File: config.mk
export PLATFORM = sky130hd
export DESIGN_NAME = fic_ctrl
export DESIGN_NICKNAME = d
export VERILOG_FILES = /design/src/fic_pkg.sv /design/src/fic_ctrl.sv
export SDC_FILE = /design/constraint.sdc
export NUM_CORES = 1
export LEC_CHECK = 0
export BUFFER_PORTS_ARGS = -buffer_cell sky130_fd_sc_hd__buf_2
export CORE_ASPECT_RATIO = 1.5
export CORE_MARGIN = 10
export CORE_UTILIZATION = 60
export CTS_BUF_LIST = sky130_fd_sc_hd__clkbuf_8 sky130_fd_sc_hd__clkbuf_16
export CTS_CLUSTER_DIAMETER = 200
export DETAILED_ROUTE_END_ITERATION = 6
export PLACE_DENSITY_LB_ADDON = 0.25
export RECOVER_POWER = 100
export REMOVE_ABC_BUFFERS = 1
export SLEW_MARGIN = 20
export SYNTH_ARGS = -nofsm -noshare
export SYNTH_HDL_FRONTEND = slang
export SYNTH_SLANG_ARGS = --single-unit
File: constraint.sdc
create_clock -name ref_clk -period 5.55 [get_ports ref_clk]
set_input_delay 0.2775 -clock ref_clk [delete_from_list [all_inputs] [get_ports ref_clk]]
set_output_delay 0.2775 -clock ref_clk [all_outputs]
set_load 0.01 [all_outputs]
File: src/fic_pkg.sv
// Constants and types for the flash command host
package fic_pkg;

  // ---------------------------------------------------------------
  // Device map and command codes
  // ---------------------------------------------------------------
  localparam logic [15:0] CTL1_ADDR   = 16'h0fe0;
  localparam logic [15:0] COMMIT_ADDR = 16'h0fe1;
  localparam int          MODE_LSB    = 5;
  localparam int          AREA_LSB    = 2;
  localparam logic [2:0]  MODE_EN     = 3'h5;
  localparam logic [2:0]  MODE_DIS    = 3'h2;
  localparam logic [7:0]  COMMIT_KEY  = 8'hd5;
  localparam logic [15:0] UNLOCK_A1   = 16'hf555;
  localparam logic [15:0] UNLOCK_A2   = 16'hfaaa;
  localparam logic [7:0]  UNLOCK_D1   = 8'haa;
  localparam logic [7:0]  UNLOCK_D2   = 8'h55;
  localparam logic [7:0]  CMD_PROG    = 8'ha0;
  localparam logic [7:0]  CMD_ERASE   = 8'h80;
  localparam logic [7:0]  CMD_SECTOR  = 8'h30;
  localparam logic [7:0]  CMD_CHIP    = 8'h10;
  localparam logic [7:0]  CMD_ID      = 8'h90;
  localparam logic [7:0]  CMD_EXIT    = 8'hf0;
  localparam logic [7:0]  CMD_SECURE  = 8'ha5;
  localparam logic [7:0]  SEC_DATA    = 8'h00;
  localparam logic [15:0] VENDOR_ADDR = 16'hf000;
  localparam logic [15:0] FID_ADDR    = 16'hf001;
  localparam logic [15:0] SEC_ADDR    = 16'hff7f;
  localparam logic [7:0]  SEC_OFF     = 8'hff;
  localparam logic [7:0]  ERASED      = 8'hff;

  // ---------------------------------------------------------------
  // Host registers and timing
  // ---------------------------------------------------------------
  localparam logic [3:0] R_CMD      = 4'h0;
  localparam logic [3:0] R_ADDR     = 4'h1;
  localparam logic [3:0] R_DATA     = 4'h2;
  localparam logic [3:0] R_STATUS   = 4'h3;
  localparam logic [3:0] R_RESULT   = 4'h4;
  localparam logic [3:0] R_IDENT    = 4'h5;
  localparam logic [3:0] R_SECURITY = 4'h6;
  localparam int         CLK_NS        = 10;
  localparam int         SEC_TIME_NS   = 40000;
  localparam int         SEC_CYC       = SEC_TIME_NS / CLK_NS;
  localparam int         ERASE_TIME_NS = 30000000;
  localparam logic [2:0] RD_LAT        = 3'h4;
  localparam logic [2:0] WR_GAP        = 3'h1;

  // ---------------------------------------------------------------
  // Types
  // ---------------------------------------------------------------
  typedef enum logic [2:0] {
    OP_READ = 3'b000, OP_PROG = 3'b001, OP_SERASE = 3'b010,
    OP_CERASE = 3'b011, OP_SECURE = 3'b100, OP_ID = 3'b101
  } fic_op_t;
  typedef enum logic [1:0] {
    K_WR = 2'b00, K_RD = 2'b01, K_POLL = 2'b10, K_END = 2'b11
  } fic_kind_t;
  typedef enum logic [1:0] {
    S_IDLE = 2'b00, S_STEP = 2'b01, S_WAIT = 2'b10
  } fic_fsm_t;
  typedef struct packed {
    logic        wr;
    logic        rd;
    logic [15:0] addr;
    logic [7:0]  wdata;
  } fic_bus_t;
  typedef struct packed {
    fic_kind_t   kind;
    logic [15:0] addr;
    logic [7:0]  data;
    logic [1:0]  slot;
  } fic_step_t;
  typedef struct packed {
    fic_fsm_t    st;
    fic_op_t     op;
    logic [3:0]  idx;
    logic [15:0] addr;
    logic [7:0]  data;
    logic [1:0]  area;
    logic [2:0]  lat;
    logic        phase;
    logic [7:0]  first;
    logic [21:0] tmo;
    logic        done;
    logic        tmo_err;
    logic        ver_err;
    logic        lock;
    logic [7:0]  result;
    logic [7:0]  vendor;
    logic [7:0]  fid;
    logic [7:0]  secb;
    fic_bus_t    bus;
    logic [15:0] rdata;
  } fic_ctx_t;

endpackage : fic_pkg

File: src/fic_ctrl.sv
// Host controller that drives flash command sequences over a byte bus
`timescale 1ns/1ps
module fic_ctrl #(
  parameter int ERASE_CYC = fic_pkg::ERASE_TIME_NS / fic_pkg::CLK_NS
) (
  input  wire logic             ref_clk,
  input  wire logic             resetn,
  input  wire logic             ce,
  input  wire logic [3:0]       reg_addr,
  input  wire logic [15:0]      reg_wdata,
  input  wire logic             reg_wr,
  input  wire logic             reg_rd,
  output logic [15:0]           reg_rdata,
  output fic_pkg::fic_bus_t     fl_bus,
  input  wire logic [7:0]       fl_rdata,
  output logic                  busy,
  output logic                  reset_unsafe
);

  // ---------------------------------------------------------------
  // Step table
  // ---------------------------------------------------------------
  function automatic fic_pkg::fic_step_t step_at(
    input fic_pkg::fic_op_t op,
    input logic [3:0]       i,
    input logic [15:0]      a,
    input logic [7:0]       d,
    input logic [1:0]       area
  );
    fic_pkg::fic_step_t s;
    logic [3:0]         n;
    logic [7:0]         c3;
    logic [7:0]         ctl;
    // Steps reach only the flash window; no vector or loader writes
    s = '{fic_pkg::K_END, 16'h0000, 8'h00, 2'h0};
    n = (op == fic_pkg::OP_PROG || op == fic_pkg::OP_SECURE) ? 4'h6
                                                             : 4'h8;
    c3 = (op == fic_pkg::OP_PROG)   ? fic_pkg::CMD_PROG :
         (op == fic_pkg::OP_SECURE) ? fic_pkg::CMD_SECURE :
         (op == fic_pkg::OP_ID)     ? fic_pkg::CMD_ID : fic_pkg::CMD_ERASE;
    ctl = 8'h00;
    ctl[fic_pkg::AREA_LSB +: 2] = area;
    if (op == fic_pkg::OP_READ) begin
      if (i == 4'h0) s = '{fic_pkg::K_RD, a, 8'h00, 2'h0};
    end else if (op > fic_pkg::OP_ID) begin
      s.kind = fic_pkg::K_END;
    end else if (i == 4'h0) begin
      ctl[fic_pkg::MODE_LSB +: 3] = fic_pkg::MODE_EN;
      s = '{fic_pkg::K_WR, fic_pkg::CTL1_ADDR, ctl, 2'h0};
    end else if (i == 4'h1) begin
      s = '{fic_pkg::K_WR, fic_pkg::COMMIT_ADDR, fic_pkg::COMMIT_KEY, 2'h0};
    end else if (i == 4'h2 || i == 4'h5 && n == 4'h8 && op != fic_pkg::OP_ID)
    begin
      s = '{fic_pkg::K_WR, fic_pkg::UNLOCK_A1, fic_pkg::UNLOCK_D1, 2'h0};
    end else if (i == 4'h3 || i == 4'h6 && n == 4'h8 && op != fic_pkg::OP_ID)
    begin
      s = '{fic_pkg::K_WR, fic_pkg::UNLOCK_A2, fic_pkg::UNLOCK_D2, 2'h0};
    end else if (i == 4'h4) begin
      s = '{fic_pkg::K_WR, fic_pkg::UNLOCK_A1, c3, 2'h0};
    end else if (i < n) begin
      unique case (op)
        fic_pkg::OP_PROG:   s = '{fic_pkg::K_WR, a, d, 2'h0};
        fic_pkg::OP_SECURE:
          s = '{fic_pkg::K_WR, fic_pkg::SEC_ADDR, fic_pkg::SEC_DATA, 2'h0};
        fic_pkg::OP_SERASE: s = '{fic_pkg::K_WR, a, fic_pkg::CMD_SECTOR,
                                  2'h0};
        fic_pkg::OP_CERASE: s = '{fic_pkg::K_WR, fic_pkg::UNLOCK_A1,
                                  fic_pkg::CMD_CHIP, 2'h0};
        default: begin
          s.kind = fic_pkg::K_RD;
          s.slot = 2'(i - 4'h4);
          s.addr = (i == 4'h5) ? fic_pkg::VENDOR_ADDR :
                   (i == 4'h6) ? fic_pkg::FID_ADDR : fic_pkg::SEC_ADDR;
        end
      endcase
    end else if (i == n) begin
      if (op == fic_pkg::OP_ID)
        s = '{fic_pkg::K_WR, fic_pkg::VENDOR_ADDR, fic_pkg::CMD_EXIT,
              2'h0};
      else
        s = '{fic_pkg::K_POLL, (op == fic_pkg::OP_SECURE) ?
              fic_pkg::SEC_ADDR : a, 8'h00, 2'h0};
    end else if (i == n + 4'h1) begin
      ctl[fic_pkg::MODE_LSB +: 3] = fic_pkg::MODE_DIS;
      s = '{fic_pkg::K_WR, fic_pkg::CTL1_ADDR, ctl, 2'h0};
    end else if (i == n + 4'h2) begin
      s = '{fic_pkg::K_WR, fic_pkg::COMMIT_ADDR, fic_pkg::COMMIT_KEY, 2'h0};
    end
    return s;
  endfunction : step_at

  // ---------------------------------------------------------------
  // Reset release and pin synchroniser
  // ---------------------------------------------------------------
  logic       rst_s1_q;
  logic       rst_n_q;
  logic [7:0] rd_s1_q;
  logic [7:0] rd_s2_q;

  always_ff @(posedge ref_clk or negedge resetn) begin
    if (!resetn) begin
      rst_s1_q <= 1'b0;
      rst_n_q  <= 1'b0;
    end else begin
      rst_s1_q <= 1'b1;
      rst_n_q  <= rst_s1_q;
    end
  end

  always_ff @(posedge ref_clk or negedge rst_n_q) begin
    if (!rst_n_q) begin
      rd_s1_q <= 8'h00;
      rd_s2_q <= 8'h00;
    end else if (ce) begin
      rd_s1_q <= fl_rdata;
      rd_s2_q <= rd_s1_q;
    end
  end

  // ---------------------------------------------------------------
  // Sequencer and registers
  // ---------------------------------------------------------------
  fic_pkg::fic_ctx_t  r_q;
  fic_pkg::fic_ctx_t  r_d;
  fic_pkg::fic_step_t st;
  logic               erase;
  logic [21:0]        limit;

  assign st    = step_at(r_q.op, r_q.idx, r_q.addr, r_q.data, r_q.area);
  assign erase = r_q.op == fic_pkg::OP_SERASE || r_q.op == fic_pkg::OP_CERASE;
  assign limit = erase ? 22'(ERASE_CYC) : 22'(fic_pkg::SEC_CYC);

  always_comb begin
    r_d        = r_q;
    r_d.bus.wr = 1'b0;
    r_d.bus.rd = 1'b0;
    r_d.rdata  = 16'h0000;
    if (reg_rd) begin
      unique case (reg_addr)
        fic_pkg::R_CMD:      r_d.rdata = {8'h00, r_q.area, 3'h0, r_q.op};
        fic_pkg::R_ADDR:     r_d.rdata = r_q.addr;
        fic_pkg::R_DATA:     r_d.rdata = {8'h00, r_q.data};
        fic_pkg::R_STATUS:   r_d.rdata = {11'h000, r_q.lock, r_q.ver_err,
                                          r_q.tmo_err, r_q.done, busy};
        fic_pkg::R_RESULT:   r_d.rdata = {8'h00, r_q.result};
        fic_pkg::R_IDENT:    r_d.rdata = {r_q.vendor, r_q.fid};
        fic_pkg::R_SECURITY: r_d.rdata = {8'h00, r_q.secb};
        default:             r_d.rdata = 16'h0000;
      endcase
    end
    unique case (r_q.st)
      fic_pkg::S_IDLE: begin
        if (reg_wr && reg_addr == fic_pkg::R_ADDR) r_d.addr = reg_wdata;
        if (reg_wr && reg_addr == fic_pkg::R_DATA) r_d.data = reg_wdata[7:0];
        if (reg_wr && reg_addr == fic_pkg::R_CMD) begin
          r_d.op      = fic_pkg::fic_op_t'(reg_wdata[2:0]);
          r_d.area    = reg_wdata[5:4];
          r_d.idx     = 4'h0;
          r_d.phase   = 1'b0;
          r_d.tmo     = 22'h000000;
          r_d.done    = 1'b0;
          r_d.tmo_err = 1'b0;
          r_d.ver_err = 1'b0;
          r_d.st      = fic_pkg::S_STEP;
        end
      end
      fic_pkg::S_STEP: begin
        r_d.bus.addr  = st.addr;
        r_d.bus.wdata = st.data;
        r_d.st        = fic_pkg::S_WAIT;
        unique case (st.kind)
          fic_pkg::K_WR: begin
            r_d.bus.wr = 1'b1;
            r_d.lat    = fic_pkg::WR_GAP;
          end
          fic_pkg::K_RD, fic_pkg::K_POLL: begin
            r_d.bus.rd = 1'b1;
            r_d.lat    = fic_pkg::RD_LAT;
          end
          fic_pkg::K_END: begin
            r_d.done = 1'b1;
            r_d.st   = fic_pkg::S_IDLE;
          end
        endcase
      end
      fic_pkg::S_WAIT: begin
        r_d.lat = r_q.lat - 3'h1;
        if (st.kind == fic_pkg::K_POLL) r_d.tmo = r_q.tmo + 22'h000001;
        if (r_q.lat == 3'h1) begin
          r_d.st  = fic_pkg::S_STEP;
          r_d.idx = r_q.idx + 4'h1;
          if (st.kind == fic_pkg::K_RD) begin
            unique case (st.slot)
              2'h0: r_d.result = rd_s2_q;
              2'h1: r_d.vendor = rd_s2_q;
              2'h2: r_d.fid    = rd_s2_q;
              2'h3: begin
                r_d.secb = rd_s2_q;
                r_d.lock = rd_s2_q != fic_pkg::SEC_OFF;
              end
            endcase
          end else if (st.kind == fic_pkg::K_POLL) begin
            // Toggling bit makes two successive reads differ while busy
            r_d.first = rd_s2_q;
            r_d.phase = 1'b1;
            if (r_q.phase && rd_s2_q == r_q.first) begin
              r_d.phase  = 1'b0;
              r_d.result = rd_s2_q;
              if (erase && rd_s2_q != fic_pkg::ERASED)
                r_d.ver_err = 1'b1;
              if (r_q.op == fic_pkg::OP_SECURE) r_d.lock = 1'b1;
              if (r_q.op == fic_pkg::OP_CERASE) r_d.lock = 1'b0;
            end else if (r_q.tmo >= limit) begin
              r_d.tmo_err = 1'b1;
              r_d.phase   = 1'b0;
            end else begin
              r_d.idx = r_q.idx;
            end
          end
        end
      end
      default: r_d.st = fic_pkg::S_IDLE;
    endcase
  end

  always_ff @(posedge ref_clk or negedge rst_n_q) begin
    if (!rst_n_q) r_q <= '0;
    else if (ce) r_q <= r_d;
  end

  assign reg_rdata    = r_q.rdata;
  assign fl_bus       = r_q.bus;
  assign busy         = r_q.st != fic_pkg::S_IDLE;
  assign reset_unsafe = busy;
endmodule : fic_ctrl

==> flow_metrics.py <==
metrics = {
    "finish": {
        "fillers": 1239,
        "fin_nets": 995,
        "instances_no_fill": 1144,
        "final_common_cell": "dfrtp_1",
        "syn_to_final_growth_pct": 6.83,
        "drive_gt1_frac": 0.172,
        "layout_common_cells": "dfrtp_1, mux2_2, nand2_1",
    },
    "critical_path": {
        "required_ps": 5840,
        "r2r-start": "r_q[142]$_DFFE_PN0P_",
        "criticalPathCategory": "reg -> reg",
        "max_stage_delay_ps": 680,
        "reg2reg_to": "r_q[87]$_DFFE_PN0P_",
        "critical_path.cell_chain": "xnor2_1, nor2_1, ha_1, nor4b_1, or2_2, nand2b_1, o21a_1, o21ai_0, inv_1, ha_1, nand2_1, a21boi_0, nor4_1, nor4b_1, xnor2_1, nor2_1",
        "reg2reg_depth": 16,
        "endpoint_kind": "flop",
        "r2r_setup_slack_ps": 820,
        "critical_path.endpoint": "r_q[87]$_DFFE_PN0P_",
        "worstPathMaxFanout": 15,
        "arrival_ps": 5020,
        "startpoint": "r_q[142]$_DFFE_PN0P_",
        "slowest_stage": "nor4_1",
        "crit_path_start_kind": "flop",
    },
    "grt": {
        "antenna_found_initial": 1,
        "grt_busiest_layer": "met2",
        "grt_pass1_wl_mm": 40.2,
        "grt_pass1_vias": 7540,
        "grt_max_degree": 76,
        "met2_usage": 0.398,
        "grt_util_met1": 0.284,
        "grtUsageTotal": 0.235,
        "met3_usage": 0.0408,
        "overflow": 0,
    },
    "logic_synthesis": {
        "synth_ff_type": "dfrtp_1",
        "async_reset_ff_frac": 1.00,
        "seq_area_frac_synth": 0.441,
        "syn_avg_cell_area_um2": 10.2,
        "yosysTopAreaCellShare": 0.441,
        "synth_cell_type_count": 77,
        "synthesis.instances": 915,
        "synth_edf_count": 0,
        "synth_top_area_cell": "dfrtp_1",
        "synth-seq-cells": 165,
        "netlist_top_cells_area": "dfrtp_1, mux2_2, ha_1",
        "yosys_warnings": 0,
        "syn_area_um2": 9360,
    },
    "floorplanning": {
        "floorplan.initialDensity": 0.615,
        "core_um2": 15200,
        "die_x_um": 122,
        "io_pins": 77,
        "die_h_um": 173,
        "dieArea_um2": 21100,
        "rows": 55,
    },
    "sta": {
        "tightest_slew_ps": 3050,
        "setup_tns_ps": 0,
        "finClkSkew_ps": 6.90,
        "rsz0062_at_grt": "false",
        "fmax_ghz": 0.212,
        "fin_crit_sh": 0.852,
        "setup_viol": 0,
        "layout_min_cycle_time_ps": 4730,
        "maxSlewViolCount": 93,
        "maxSlewHeadroom": -1.05,
        "hold_viol": 0,
        "hold_ws_ps": 63.4,
    },
    "cts": {
        "clk_latency_ps": 430,
        "cts_hold_buf": 1,
        "cts.sinks": 165,
        "cts_max_path_buffers": 2,
        "cts.repair.resized": 0,
        "root_buffer": "clkbuf_16",
        "cts_buffers": 17,
        "cts-htree-levels": 4,
        "cts_tree": "built",
        "post_cts_buffers": 0,
        "path_clk_slew_ps": 70,
    },
    "placed_design": {
        "place.gp.congestion": 0.979,
        "port_buffers": 76,
        "dp.cells": 1110,
        "dp_hpwl_mm": 18.1,
    },
    "detailed_routing": {
        "dr_total_vias": 7293,
        "firstDrtPassIters": 4,
        "first_iter_violations": 464,
        "ant_nets": 0,
        "drcViolationCount": 0,
        "vias_per_cell": 6.38,
        "drt-total-wl_mm": 24.7,
        "wl_per_cell_um": 21.6,
    },
    "power": {
        "p_int_mw": 2.69,
        "switchingPower_mw": 1.97,
        "peakVddDrop_mv": 0.415,
        "swShare": 0.423,
        "finalPower_mw": 4.66,
        "p_leak_nw": 4.43,
        "clkPwrFrac": 0.249,
        "p_comb_frac": 0.386,
        "power_density_nw_per_um2": 466,
        "seqPwrFrac": 0.365,
    },
    "job": {
        "maxCapViolCount": 2,
    },
    "run_status": {
        "status": "complete, but fails checks",
        "violations": "capacitance limit, slew limit",
    },
    "hold_path": {
        "hold_path.class": "in -> reg",
    },
}
routing by layer:
layer	share of wire	vias to the layer above	wire length, um
li1	-	3361	-
met1	0.40	3617	9910
met2	0.51	245	12600
met3	0.051	70	1270
met4	0.037	0	905
met5	0	-	0
logic make-up after synthesis:
group | after synthesis | synth area share
buf+inv | 113 | 0.0648
compound gates | 214 | 0.163
flops | 165 | 0.441
simple gates | 276 | 0.157
xor+xnor | 24 | 0.0225
fa+ha+maj | 31 | 0.0414
other cells | 1 | 0.000401
mux | 91 | 0.110
cell usage after synthesis (all sizes together) (12+ instances only):
master   count
nor4        16
nand2       75
dfrtp      165
nor3        25
inv         23
clkbuf      34
mux2        82
o2bb2ai     17
xnor2       23
o21ai       48
a21oi       38
nor2        53
ha          31
a22oi       18
buf         56
nand4       12
nand3       37
sequential cells by signal (all words and copies together), names as in the netlist:
| register | cells |
|---|---|
| rd_s1_q | 8 |
| rd_s2_q | 8 |
| rst_s1_q | 1 |
| r_q | 105 |
| reg_rdata | 16 |
| rst_n_q | 1 |
| fl_bus | 26 |
final cells by class:
| class | count | area (um^2) | area share |
|---|---|---|---|
| multi-input combinational | 637 | 4550 | 0.455 |
| sequential | 165 | 4130 | 0.413 |
| clock buffer | 17 | 425 | 0.0425 |
| timing repair buffer | 87 | 399 | 0.0399 |
| tap | 199 | 249 | 0.0249 |
| clock inverter | 15 | 158 | 0.0158 |
| inverter | 23 | 86.3 | 0.00863 |
| antenna | 1 | 2.50 | 0.000250 |
power groups by stage:
stage	combinational [mW]	sequential (mW)	clock [mW]
floorplan	1.20	1.69	0
global placement	1.80	1.70	0
detailed placement	1.82	1.71	0
CTS	1.83	1.69	1.17
global route	1.97	1.73	1.22
finish	1.80	1.70	1.16
critical path: cells and delay by family (launching register included):
kind | cells | cell delay [ps]
and+or+nand+nor | 8 | 2450
AOI/OAI and AO/OA | 3 | 420
adders and majority gates | 2 | 570
xor gates and xnor gates | 2 | 280
buffers and inverters | 1 | 180
DFF | 1 | 670
worst min path at each step:
stage | start | to | slack [ps] | depth (start not counted)
2_1_floorplan | resetn | rst_n_q$_DFF_PN0_ | -20 | 0
3_3_place_gp | resetn | rst_s1_q$_DFF_PN0_ | 60 | 1
3_5_place_dp | resetn | rst_s1_q$_DFF_PN0_ | 60 | 1
4_1_cts | fl_rdata[2] | rd_s1_q[2]$_DFFE_PN0P_ | 70 | 2
5_1_grt | reg_wdata[15] | r_q[137]$_DFFE_PN0P_ | 70 | 2
6_report | reg_wdata[15] | r_q[137]$_DFFE_PN0P_ | 60 | 2
through the flow:
stage / instance area, um^2 / setup WS, ps / util
after floorplan: 8840 / 612 / -
after detailed placement: 9560 / 959 / 0.628
final: 10000 / 823 / 0.658
after global placement: 9560 / 1210 / 0.628
after global routing: 10000 / 356 / 0.658
after CTS: 10100 / 947 / 0.667
Note: power is estimated with default switching activity, not from simulation.
